`src/hdl/fses_cfg.svh`:
```
`ifndef FSES_CFG_SVH
`define FSES_CFG_SVH
// -----------------------------------------------------------------
// Opcodes
// -----------------------------------------------------------------
`define FSES_OPC_WRITE_ENABLE 8'h06
`define FSES_OPC_STATUS1_READ 8'h05
`define FSES_OPC_STATUS2_READ 8'h07
`define FSES_OPC_PROG_SUSPEND 8'h85
`define FSES_OPC_PROG_RESUME 8'h8a
`define FSES_OPC_PARAM_ERASE 8'h20
`define FSES_OPC_PARAM_ERASE_WIDE 8'h21
`define FSES_OPC_SECTOR_ERASE 8'hd8
`define FSES_OPC_SECTOR_ERASE_WIDE 8'hdc
`define FSES_OPC_ARRAY_ERASE_A 8'h60
`define FSES_OPC_ARRAY_ERASE_B 8'hc7
// -----------------------------------------------------------------
// Frame lengths and status bit positions
// -----------------------------------------------------------------
`define FSES_OPC_BITS 6'd8
`define FSES_ADDR3_BITS 6'd24
`define FSES_ADDR4_BITS 6'd32
`define FSES_SR1_WIP_BIT 0
`define FSES_SR1_WEL_BIT 1
`define FSES_SR1_EERR_BIT 5
`define FSES_SR2_PSUSP_BIT 0
// -----------------------------------------------------------------
// Sector geometry, as address bit positions
// -----------------------------------------------------------------
`define FSES_PARAM_SECT_BITS 13
`define FSES_SECT128_BITS 17
`define FSES_SECT512_BITS 19
`define FSES_PARAM_REGION_BITS 18
// -----------------------------------------------------------------
// Timing, in ns, and the clock period
// -----------------------------------------------------------------
`define FSES_CLK_NS 4
`define FSES_PSL_NS 40000
`define FSES_PROG_NS 400000
`define FSES_P4E_NS 200000
`define FSES_SE_NS 500000
`define FSES_BE_NS 2000000
`endif

```
`src/hdl/fses_pkg.sv`:
```
package fses_pkg;
  typedef enum logic [5:0] {
    FSES_IDLE = 6'h01,
    FSES_PROG = 6'h02,
    FSES_SWAIT = 6'h04,
    FSES_PSUSP = 6'h08,
    FSES_CHECK = 6'h10,
    FSES_ERASE = 6'h20
  } fses_op_t;
  typedef struct packed {
    logic psusp;
    logic eerr;
    logic write_enable_latch;
    logic write_in_progress;
  } fses_stat_t;
  typedef struct packed {
    logic ext_addr;
    logic uniform_256k;
    logic sector_512k;
    logic [2:0] bp;
  } fses_cfg_t;
endpackage

```
`src/hdl/fses_sync.sv`:
```
`timescale 1ns/1ns
module fses_sync #(
  parameter int W = 4,
  parameter logic [W-1:0] RST_VAL = '0
) (
  input wire logic clk_sys,
  input wire logic rst,
  input wire logic [W-1:0] din,
  output logic [W-1:0] dout
);
  logic [W-1:0] s1_reg;
  logic [W-1:0] s2_reg;
  logic [W-1:0] s3_reg;

  always_ff @(posedge clk_sys)
  begin
    if (rst)
    begin
      s1_reg <= RST_VAL;
      s2_reg <= RST_VAL;
      s3_reg <= RST_VAL;
    end
    else
    begin
      s1_reg <= din;
      s2_reg <= s1_reg;
      s3_reg <= s2_reg;
    end
  end

  // A level is taken only once two later stages agree, which rejects
  // a single sample caught mid-transition.
  genvar i;
  generate
    for (i = 0; i < W; i++)
    begin : g_bit
      always_ff @(posedge clk_sys)
      begin
        if (rst)
          dout[i] <= RST_VAL[i];
        else if (s2_reg[i] == s3_reg[i])
          dout[i] <= s2_reg[i];
      end
    end
  endgenerate
endmodule

```
`src/hdl/fses_timer.sv`:
```
`timescale 1ns/1ns
module fses_timer #(
  parameter int W = 32
) (
  input wire logic clk_sys,
  input wire logic rst,
  input wire logic load,
  input wire logic [W-1:0] load_val,
  input wire logic run,
  output logic done
);
  logic [W-1:0] cnt_reg;

  always_ff @(posedge clk_sys)
  begin
    if (rst)
      cnt_reg <= '0;
    else if (load)
      cnt_reg <= load_val;
    else if (run && cnt_reg != '0)
      cnt_reg <= cnt_reg - 1'b1;
  end

  assign done = run && !load && (cnt_reg == {{(W-1){1'b0}}, 1'b1});
endmodule

```
`src/hdl/fses_top.sv`:
```
`timescale 1ns/1ns
`include "fses_cfg.svh"
module fses_top #(
  parameter int ARRAY_AW = 26,
  parameter int PSL_CYC = `FSES_PSL_NS / `FSES_CLK_NS,
  parameter int PROG_CYC = `FSES_PROG_NS / `FSES_CLK_NS,
  parameter int P4E_CYC = `FSES_P4E_NS / `FSES_CLK_NS,
  parameter int SE_CYC = `FSES_SE_NS / `FSES_CLK_NS,
  parameter int BE_CYC = `FSES_BE_NS / `FSES_CLK_NS
) (
  input wire logic clk_sys,
  input wire logic rst,
  input wire logic sck_pin,
  input wire logic cs_n_pin,
  input wire logic io0_pin,
  input wire logic io4_pin,
  input fses_pkg::fses_cfg_t cfg,
  input wire logic asp_range_protected,
  input wire logic program_start,
  input wire logic clear_status,
  output fses_pkg::fses_stat_t status,
  output logic [31:0] erase_addr,
  output logic erase_is_param,
  output logic erase_range_512k,
  output logic io1_out,
  output logic io1_oe
);
  import fses_pkg::*;

  // -----------------------------------------------------------------
  // Pin sampling
  // -----------------------------------------------------------------
  logic sck_f;
  logic cs_n_f;
  logic io0_f;
  logic io4_f;
  logic sck_q_reg;
  logic cs_q_reg;
  logic sck_rise;
  logic sck_fall;
  logic cs_rise;
  logic cs_fall;

  fses_sync #(.W(4), .RST_VAL(4'h4)) u_sync (
    .clk_sys(clk_sys),
    .rst(rst),
    .din({sck_pin, cs_n_pin, io0_pin, io4_pin}),
    .dout({sck_f, cs_n_f, io0_f, io4_f})
  );

  always_ff @(posedge clk_sys)
  begin
    if (rst)
    begin
      sck_q_reg <= 1'b0;
      cs_q_reg <= 1'b1;
    end
    else
    begin
      sck_q_reg <= sck_f;
      cs_q_reg <= cs_n_f;
    end
  end

  assign sck_rise = sck_f && !sck_q_reg;
  assign sck_fall = !sck_f && sck_q_reg;
  assign cs_rise = cs_n_f && !cs_q_reg;
  assign cs_fall = !cs_n_f && cs_q_reg;

  // -----------------------------------------------------------------
  // Frame shifter
  // -----------------------------------------------------------------
  logic [5:0] bit_cnt_reg;
  logic [7:0] opc_reg;
  logic [31:0] addr_reg;
  logic bad_reg;
  logic [7:0] opc_next;

  assign opc_next = {opc_reg[6:0], io0_f};

  // Both lanes carry the same command; a lane mismatch spoils the frame.
  always_ff @(posedge clk_sys)
  begin
    if (rst || cs_fall)
    begin
      bit_cnt_reg <= 6'h00;
      opc_reg <= 8'h00;
      addr_reg <= 32'h0;
      bad_reg <= 1'b0;
    end
    else if (sck_rise && !cs_n_f)
    begin
      if (bit_cnt_reg != 6'h3f)
        bit_cnt_reg <= bit_cnt_reg + 6'h01;
      if (bit_cnt_reg < `FSES_OPC_BITS)
        opc_reg <= opc_next;
      else
        addr_reg <= {addr_reg[30:0], io0_f};
      if (io0_f != io4_f)
        bad_reg <= 1'b1;
    end
  end

  // -----------------------------------------------------------------
  // Command decode at select rise
  // -----------------------------------------------------------------
  logic is_param;
  logic is_sect;
  logic is_arr;
  logic [5:0] alen;
  logic addr_done;
  logic ok8;

  assign is_param = opc_reg == `FSES_OPC_PARAM_ERASE || opc_reg == `FSES_OPC_PARAM_ERASE_WIDE;
  assign is_sect = opc_reg == `FSES_OPC_SECTOR_ERASE || opc_reg == `FSES_OPC_SECTOR_ERASE_WIDE;
  assign is_arr = opc_reg == `FSES_OPC_ARRAY_ERASE_A || opc_reg == `FSES_OPC_ARRAY_ERASE_B;
  assign alen = (cfg.ext_addr || opc_reg == `FSES_OPC_PARAM_ERASE_WIDE
                 || opc_reg == `FSES_OPC_SECTOR_ERASE_WIDE)
                ? `FSES_ADDR4_BITS : `FSES_ADDR3_BITS;
  assign addr_done = !bad_reg && bit_cnt_reg == `FSES_OPC_BITS + alen;
  assign ok8 = !bad_reg && bit_cnt_reg == `FSES_OPC_BITS;

  // -----------------------------------------------------------------
  // Operation sequencer
  // -----------------------------------------------------------------
  fses_op_t op_reg;
  fses_op_t op_next;
  logic tmr_load;
  logic [31:0] tmr_val;
  logic tmr_done;
  logic lat_load;
  logic lat_done;
  logic take;
  logic wel_set;
  logic wel_clr;
  logic err_set;
  logic bp_hit;
  logic in_param;
  logic [6:0] bp_lim;
  logic [31:0] addr_mask;

  // Block protection covers a top fraction of the array in 64ths.
  assign bp_lim = 7'h40 - (7'h01 << (cfg.bp - 3'h1));
  assign bp_hit = cfg.bp != 3'h0
                  && {1'b0, erase_addr[ARRAY_AW-1 -: 6]} >= bp_lim;
  assign in_param = erase_addr[ARRAY_AW-1:`FSES_PARAM_REGION_BITS] == '0;
  assign wel_set = cs_rise && opc_reg == `FSES_OPC_WRITE_ENABLE && ok8
                   && op_reg == FSES_IDLE;

  always_comb
  begin
    op_next = op_reg;
    tmr_load = 1'b0;
    tmr_val = 32'h0;
    lat_load = 1'b0;
    take = 1'b0;
    wel_clr = 1'b0;
    err_set = 1'b0;
    case (op_reg)
      FSES_IDLE:
      begin
        if (cs_rise && is_arr)
        begin
          if (ok8 && status.write_enable_latch && cfg.bp == 3'h0)
          begin
            op_next = FSES_ERASE;
            tmr_load = 1'b1;
            tmr_val = 32'(BE_CYC);
          end
          else
            wel_clr = 1'b1;
        end
        else if (cs_rise && is_param && cfg.uniform_256k)
          op_next = FSES_IDLE;
        else if (cs_rise && (is_param || is_sect))
        begin
          if (addr_done && status.write_enable_latch)
          begin
            op_next = FSES_CHECK;
            take = 1'b1;
          end
          else
            wel_clr = 1'b1;
        end
        else if (program_start)
        begin
          op_next = FSES_PROG;
          tmr_load = 1'b1;
          tmr_val = 32'(PROG_CYC);
        end
      end
      FSES_PROG:
      begin
        if (tmr_done)
          op_next = FSES_IDLE;
        else if (cs_rise && opc_reg == `FSES_OPC_PROG_SUSPEND && ok8)
        begin
          op_next = FSES_SWAIT;
          lat_load = 1'b1;
        end
      end
      FSES_SWAIT:
      begin
        // Programming keeps running until the latency ends; it may finish.
        if (tmr_done)
          op_next = FSES_IDLE;
        else if (lat_done)
          op_next = FSES_PSUSP;
      end
      FSES_PSUSP:
      begin
        if (cs_rise && opc_reg == `FSES_OPC_PROG_RESUME && ok8)
          op_next = FSES_PROG;
      end
      FSES_CHECK:
      begin
        op_next = FSES_IDLE;
        if (erase_is_param && !in_param)
          wel_clr = 1'b1;
        else if (bp_hit || asp_range_protected)
        begin
          err_set = 1'b1;
          wel_clr = 1'b1;
        end
        else
        begin
          op_next = FSES_ERASE;
          tmr_load = 1'b1;
          tmr_val = erase_is_param ? 32'(P4E_CYC) : 32'(SE_CYC);
        end
      end
      FSES_ERASE:
      begin
        if (tmr_done)
        begin
          op_next = FSES_IDLE;
          wel_clr = 1'b1;
        end
      end
      default:
        op_next = FSES_IDLE;
    endcase
  end

  // Work left over is frozen while suspended, but the timer also runs
  // through the suspend latency, so each resume and suspend advances the program.
  fses_timer #(.W(32)) u_op_tmr (
    .clk_sys(clk_sys),
    .rst(rst),
    .load(tmr_load),
    .load_val(tmr_val),
    .run(op_reg == FSES_PROG || op_reg == FSES_SWAIT || op_reg == FSES_ERASE),
    .done(tmr_done)
  );

  fses_timer #(.W(32)) u_lat_tmr (
    .clk_sys(clk_sys),
    .rst(rst),
    .load(lat_load),
    .load_val(32'(PSL_CYC)),
    .run(op_reg == FSES_SWAIT),
    .done(lat_done)
  );

  always_ff @(posedge clk_sys)
  begin
    if (rst)
      op_reg <= FSES_IDLE;
    else
      op_reg <= op_next;
  end

  // -----------------------------------------------------------------
  // Erase target
  // -----------------------------------------------------------------
  always_comb
  begin
    addr_mask = 32'hffff_ffff;
    if (is_param)
      addr_mask = addr_mask << `FSES_PARAM_SECT_BITS;
    else if (cfg.sector_512k)
      addr_mask = addr_mask << `FSES_SECT512_BITS;
    else
      addr_mask = addr_mask << `FSES_SECT128_BITS;
    addr_mask[31:ARRAY_AW] = '0;
  end

  always_ff @(posedge clk_sys)
  begin
    if (rst)
    begin
      erase_addr <= 32'h0;
      erase_is_param <= 1'b0;
      erase_range_512k <= 1'b0;
    end
    else if (take)
    begin
      erase_addr <= addr_reg & addr_mask;
      erase_is_param <= is_param;
      erase_range_512k <= is_sect && cfg.sector_512k;
    end
  end

  // -----------------------------------------------------------------
  // Status flags
  // -----------------------------------------------------------------
  always_ff @(posedge clk_sys)
  begin
    if (rst)
      status <= '0;
    else
    begin
      status.write_in_progress <= op_next == FSES_PROG || op_next == FSES_SWAIT
                    || op_next == FSES_ERASE;
      status.psusp <= op_next == FSES_PSUSP;
      if (wel_set)
        status.write_enable_latch <= 1'b1;
      else if (wel_clr)
        status.write_enable_latch <= 1'b0;
      if (err_set)
        status.eerr <= 1'b1;
      else if (clear_status)
        status.eerr <= 1'b0;
    end
  end

  // -----------------------------------------------------------------
  // Status readout
  // -----------------------------------------------------------------
  logic [7:0] out_sh_reg;
  logic [7:0] sr1;
  logic [7:0] sr2;

  always_comb
  begin
    sr1 = 8'h00;
    sr2 = 8'h00;
    sr1[`FSES_SR1_WIP_BIT] = status.write_in_progress;
    sr1[`FSES_SR1_WEL_BIT] = status.write_enable_latch;
    sr1[`FSES_SR1_EERR_BIT] = status.eerr;
    sr2[`FSES_SR2_PSUSP_BIT] = status.psusp;
  end

  // Status reads are served in every state, suspended ones included.
  // The byte is captured once, so a long read repeats a snapshot.
  always_ff @(posedge clk_sys)
  begin
    if (rst || cs_rise)
    begin
      out_sh_reg <= 8'h00;
      io1_oe <= 1'b0;
    end
    else if (sck_rise && !cs_n_f && bit_cnt_reg == 6'h07)
    begin
      if (opc_next == `FSES_OPC_STATUS1_READ)
      begin
        out_sh_reg <= sr1;
        io1_oe <= 1'b1;
      end
      else if (opc_next == `FSES_OPC_STATUS2_READ)
      begin
        out_sh_reg <= sr2;
        io1_oe <= 1'b1;
      end
    end
    else if (sck_fall && io1_oe && bit_cnt_reg > `FSES_OPC_BITS)
      out_sh_reg <= {out_sh_reg[6:0], out_sh_reg[7]};
  end

  assign io1_out = out_sh_reg[7];

  // -----------------------------------------------------------------
  // Checks
  // -----------------------------------------------------------------
  logic [31:0] swait_cnt;

  always_ff @(posedge clk_sys)
  begin
    if (rst || op_reg != FSES_SWAIT)
      swait_cnt <= 32'h0;
    else
      swait_cnt <= swait_cnt + 32'h1;
  end
endmodule

```
`config.mk`:
```
export PLATFORM = sky130hd
export DESIGN_NAME = fses_top
export DESIGN_NICKNAME = d
export VERILOG_FILES = /design/src/hdl/fses_pkg.sv /design/src/hdl/fses_sync.sv /design/src/hdl/fses_timer.sv /design/src/hdl/fses_top.sv
export VERILOG_INCLUDE_DIRS = /design/src /design/src/hdl
export SDC_FILE = /design/constraint.sdc
export NUM_CORES = 1
export LEC_CHECK = 0
export BUFFER_PORTS_ARGS = -buffer_cell sky130_fd_sc_hd__buf_2
export CORE_ASPECT_RATIO = 1.4
export CORE_MARGIN = 2
export CORE_UTILIZATION = 45
export DETAILED_ROUTE_END_ITERATION = 8
export PLACE_DENSITY = 0.62
export SLEW_MARGIN = 30
export SYNTH_ARGS = -nofsm -noshare
export SYNTH_HDL_FRONTEND = slang
export SYNTH_SLANG_ARGS = --single-unit
export TNS_END_PERCENT = 1
```
`constraint.sdc`:
```
create_clock -name clk_sys -period 4.5 [get_ports clk_sys]
set_input_delay 1.35 -clock clk_sys [delete_from_list [all_inputs] [get_ports clk_sys]]
set_output_delay 1.35 -clock clk_sys [all_outputs]
set_load 0.01 [all_outputs]
```
Word level (Yosys, flattened, before mapping)

Index checks and enable logic that the tools add are counted.

Equality and inequality tests: 33
$add $sub $neg: 6
Bitwise gates (word level): 2
Muxes and demuxes: 68
Shifts and indexed selects: 1
Reductions and logical operators: 72
$lt $le $gt $ge: 3

Operators by type and width:

| kind                                                 | number |
|---|---|
| 2-to-1 mux 17 bit                                    | 6 |
| 2-to-1 mux 32 bit                                    | 3 |
| 2-to-1 mux 6 bit                                     | 15 |
| equality test 32 x 1 -> 1 bit, second input constant | 2 |
| one-hot mux 32 bit (2 select lines)                  | 1 |
| nonzero test 32 bit                                  | 2 |
| subtractor 32 x 1 -> 32 bit, second input constant   | 2 |
| 2-to-1 mux 19 bit                                    | 3 |
| equality test 8 bit, second input constant           | 5 |
| one-hot mux 6 bit (6 select lines)                   | 1 |
| logical AND 1 bit                                    | 33 |
| bitwise AND 32 x 26 -> 32 bit                        | 1 |
| 2-to-1 mux 8 bit                                     | 4 |
| 2-to-1 mux 1 bit                                     | 31 |
| 2-to-1 mux 14 bit                                    | 2 |
| equality test 8 x 3 -> 1 bit, second input constant  | 3 |
| equality test 6 x 3 -> 1 bit, second input constant  | 3 |
| equality test 6 x 4 -> 1 bit, second input constant  | 3 |
| equality test 8 x 6 -> 1 bit, second input constant  | 2 |
| logical OR 1 bit                                     | 13 |
| equality test 6 x 2 -> 1 bit, second input constant  | 2 |
| equality test 6 bit, second input constant           | 2 |
| AND reduction 2 bit                                  | 6 |
| nonzero test 2 bit                                   | 6 |
| 24 further kinds                                     | 34 |

Bits of input ports: 15
Word-level logic and storage cells: 211
Flip-flop bits (word level): 182
Output and inout port bits: 40

Longest topological paths before layout

Depth in word-level cells: 23
Depth in mapped cells: 15
Gate-level depth less buffers: 13

Cells and area by module

Synthesis repeated with hierarchy kept, for this count alone.

Cell total of the unflattened synthesis: 1,017
Area, all modules: 8,506.9 um2

By module, submodules not included:

| module     | times used | cells each | area each (um2) |
|---|---|---|---|
| fses_timer | 2          | 242        | 2,054.5 |
| fses_top   | 1          | 492        | 3,921.3 |
| fses_sync  | 1          | 41         | 476.7 |

Worst setup path after synthesis

Ideal clock, no wire load.

Kind: in2reg
From: input port cfg[0] (netlist bit)
To: register u_op_tmr.cnt_reg[4]
Arrival: 3,945 ps
Cell stages on the path: 13
Buffers on the path: 2
Slack: 460 ps
Setup time: 95 ps
Data required time: 4,405 ps
Cells stage by stage: clkbuf_1 or3b_2 ha_1 xnor2_1 ha_1 a211oi_1 nor2_1 o211ai_1 and3_1 buf_2 and2_1 o21ai_0 a221oi_1

Word-level cells in the longest chain between the ends: 10
Elaborated cells between the ends (all ways): 19
Those cells by class: add/sub (2); order compare (1); shift (1); mux (9); reduce/logical (6)

RTL lines:

| element                                                                                          | RTL line         | source |
|---|---|---|
| start: declaration                                                                               | fses_top.sv:17   | `input fses_pkg::fses_cfg_t cfg,` |
| subtractor 3 x 1 -> 3 bit                                                                        | fses_top.sv:143  | `assign bp_lim = 7'h40 - (7'h01 << (cfg.bp - 3'h1));` |
| left shift 1 x 3 -> 7 bit                                                                        | fses_top.sv:143  |  |
| subtractor 7 bit                                                                                 | fses_top.sv:143  |  |
| >= comparator 6 x 7 -> 1 bit                                                                     | fses_top.sv:145  | `&& {1'b0, erase_addr[ARRAY_AW-1 -: 6]} >= bp_lim;` |
| logical AND 1 bit                                                                                | fses_top.sv:145  |  |
| logical OR 1 bit                                                                                 | fses_top.sv:220  | `else if (bp_hit \|\| asp_range_protected)` |
| 2-to-1 mux 17 bit / 2-to-1 mux 1 bit (equally long branches)                                     | fses_top.sv:220  |  |
| 2-to-1 mux 17 bit / 2-to-1 mux 1 bit (equally long branches)                                     | fses_top.sv:218  | `if (erase_is_param && !in_param)` |
| one-hot mux 32 bit (2 select lines) / one-hot mux 1 bit (2 select lines) (equally long branches) | fses_top.sv:159  | `case (op_reg)` |
| 2-to-1 mux 32 bit / nonzero test 2 bit (equally long branches)                                   | n/a              |  |
| end signal: assignment                                                                           | fses_timer.sv:19 | `cnt_reg <= load_val;` |
| end signal: assignment                                                                           | fses_timer.sv:21 | `cnt_reg <= cnt_reg - 1'b1;` |
| end: declaration                                                                                 | fses_timer.sv:12 | `logic [W-1:0] cnt_reg;` |

Several ways; a longest one is shown, not always the timed one.
A chain may end at the register's enable or synchronous reset.

Final worst setup path

From: input port cfg[1] (netlist bit)
To: register u_op_tmr.cnt_reg[3]

The elaborated chain is that of the path after synthesis.

==> reports/qor.csv <==
stage,metric,value,unit
clocking,cts bufs inserted,17,
setup_path,critical path peak fanout,12,
global_route,gr ovfl total,0,
synth,sequential area share after synthesis,41.94,%
synth,Yosys Warn Count,0,
sta,RSZ-0062 raised after global routing,no,
layout,Finished Cell Area,0.008305,mm^2
sta,Rel. slew slack,46.43,%
sta,Tcrit/Tclk final,85.35,%
drt,Residual DRC,2,
placement,routability cong.,0.8355,
placement,DP HPWL,11690,um
sta,Slew @ Worst Pin,0.7962,ns
setup_path,kind of critical path,input port to register,
global_route,vias in the first global route,5857,
layout,Layout Utilization,51.14,%
placement,Placed Area,0.007725,mm^2
drt,routed vias,6212,
floorplanning,placement row count,55,
clocking,CTS max path bufs,2,
clocking,Worst-path clk slew,0.06,ns
job,MaxCap Viol Count,0,
layout,fillers,1589,
run_status,status,"finished, violations left",
sta,Fmax,260.4,MHz
drt,drt initial violations,390,
synth,number of distinct library cells after synthesis,74,
synth,#FFs+latches synth,157,
synth,Post-Synthesis Cells,913,
drt,first-pass detailed-route iteration total,7,
pwr,VDD IR max,217.9,uV
sta,Final setup viols,0,
global_route,pin count of the biggest net entering global routing,42,
layout,# nets final,959,
layout,Area Growth Syn to Fin,10.82,%
sta,clk_skew,0.009687,ns
layout,share of layout cells above drive strength 1,11.33,%
sta,final count of pins violating max slew,0,
drt,Wirelength per Cell,14.40,um
floorplanning,Die Height,156.7,um
setup_path,Crit. End Element,register,
global_route,first-pass GRT wire length,27860,um
clocking,H-tree depth,4,
clocking,CTS sink cnt,157,
setup_path,CP Launch Type,input port,
pwr,leak pwr,3.064,nW
synth,Synth Cell Area,0.007495,mm^2
floorplanning,die width,113.1,um
drt,Antenna Violating Nets Remaining,0,
setup_path,Worst EP arrival,4.19,ns
setup_path,critical path required time,4.85,ns
sta,Final TNS setup,0,ns
floorplanning,Die Footprint,0.01772,mm^2
clocking,CTS tree,yes,
floorplanning,CORE AREA,0.01624,mm^2
synth,Syn Area/Cell,8.209,um^2
synth,"Primary FF master, synth",dfxtp_1,
drt,vias per cell,5.430,
hold_path,Hold WC Path Type,register to register,
global_route,GRT Total Usage,19.38,%
sta,min Tclk post-route,3.841,ns
clocking,post_cts resized,0,
clocking,postcts setup bufs,0,
floorplanning,number of I/O pins,55,
placement,port bufs,35,
clocking,root buf cell,clkbuf_16,
synth,"EDFF count, synth",0,
pwr,Pwr Density,366.6,mW/mm^2
synth,Async SR Flop Fraction,0,%
floorplanning,initial core utilization,46.15,%
run_status,failing checks,DRC,
drt,drt total wl,16480,um
sta,final hold violations,0,
clocking,Clock Latency Late Sink,0.42,ns
clocking,hold-fix buffers at CTS,0,
global_route,antenna violations before repair,1,
## cell usage after synthesis, types with 3 or more instances
library cell	count	share of area, %
xnor2_1	33	3.9
o31ai_1	4	0.40
or2_2	4	0.33
buf_4	19	1.9
o21ai_0	16	1.1
ha_1	12	2.0
o211ai_1	7	0.70
nand3_1	47	3.1
dfxtp_1	157	42
or3_1	12	1.0
inv_1	15	0.75
nand4_1	10	0.83
a221oi_1	3	0.35
or4_1	10	1.0
a21o_1	5	0.50
nor4b_1	5	0.58
and3_1	6	0.50
nor4_1	16	1.3
clkbuf_1	31	1.6
nor2_1	97	4.9
nor3_1	28	1.9
a21oi_1	84	5.6
buf_2	8	0.53
a31oi_1	6	0.50
nor3b_1	6	0.60
nor2b_1	18	1.5
nand3b_1	4	0.40
a211oi_1	10	1.0
xor2_1	22	2.6
and2_1	3	0.25
nor4_4	3	0.85
or4_4	7	1.1
nand4b_1	4	0.47
nand2_1	137	6.9
a2111oi_0	4	0.47
o21a_1	3	0.30
nand2b_1	11	0.92
## critical path, cell delays in order
cell and delay (ns):
buf_2 0.16, or3b_2 0.48, ha_1 0.24, xnor2_1 0.18
ha_1 0.26, a211oi_1 0.25, nor2_1 0.08, o211ai_1 0.23
buf_4 0.19, nand2_1 0.06, or3_1 0.39, a21o_1 0.22
a21oi_1 0.10
## final cells by class
class	instances	area, um^2	share of cell area [%]
Multi-Input combinational cell	698	4054	48.81
Sequential cell	157	3143	37.84
Clock buffer	19	442.9	5.333
Tap cell	199	249.0	2.998
Timing Repair Buffer	42	227.7	2.742
Clock inverter	12	126.4	1.522
Inverter	16	60.06	0.7231
Antenna cell	1	2.502	0.03013
## cell usage in the layout (no fill, tap or decap), drive strengths merged, types with 10 or more instances in the layout
cell      n
a211oi   11
xnor2    34
conb     19
nand4    10
clkbuf   19
o21ai    18
nor3     30
nor2     97
or4      17
inv      21
xor2     22
or3      12
nand2   138
nand2b   11
a21oi    85
nor2b    18
nand3    48
ha       12
dfxtp   157
buf      42
nor4     20
## cell families (layout without fill, tap and decap cells)
logic type	count (synthesis)	in the layout	share of synthesized area [%]
compound gates	168	168	13.97
xor+xnor	56	56	6.644
fa+ha+maj	12	12	2.003
buf+inv	76	89	4.992
flops	157	157	41.94
other cells	1	20	0.05004
simple gates	443	443	30.40
## routing by layer
layer | track usage, % | routed length, um | vias up
li1 | - | - | 3209
met1 | 24.40 | 7643 | 2841
met2 | 31.96 | 7825 | 131
met3 | 4.648 | 658 | 31
met4 | 7.666 | 351 | 0
met5 | 0 | 0 | -
## per-stage QoR
stage,cells,power [W],hold WS [ns],setup slack [ns]
floorplan,931,0.001645,0.3895,0.4595
CTS,1143,0.003075,0.4115,0.6786
global route,1143,0.003170,0.4279,0.4191
global placement,1112,0.001687,0.3918,0.3823
finish,1144,0.003045,0.4084,0.6591
detailed placement,1112,0.001687,0.3935,0.2383
## path summary, 6_finish.rpt
| check | start | to | slack, ns | cells after the start |
|---|---|---|---|---|
| setup reg to reg | opc_reg[1]$_SDFFE_PP0P_ | erase_addr[13]$_SDFFE_PP0P_ | 1.46 | 7 |
| hold reg to reg | u_sync.s1_reg[2]$_SDFF_PP1_ | u_sync.s2_reg[2]$_SDFF_PP1_ | 0.41 | 1 |
| hold / removal | u_sync.s1_reg[2]$_SDFF_PP1_ | u_sync.s2_reg[2]$_SDFF_PP1_ | 0.41 | 1 |
| setup / recovery | cfg[1] | u_op_tmr.cnt_reg[3]$_SDFFE_PP0P_ | 0.66 | 13 |
## where the power goes
part	switching, W	total (W)	internal [W]
Combinational	0.000144	0.000222	0.0000777
Clock	0.000598	0.00139	0.000788
Sequential	0.0000252	0.00144	0.00141
Total	0.000767	0.00304	0.00228
Note: power is estimated with default switching activity, not from simulation.
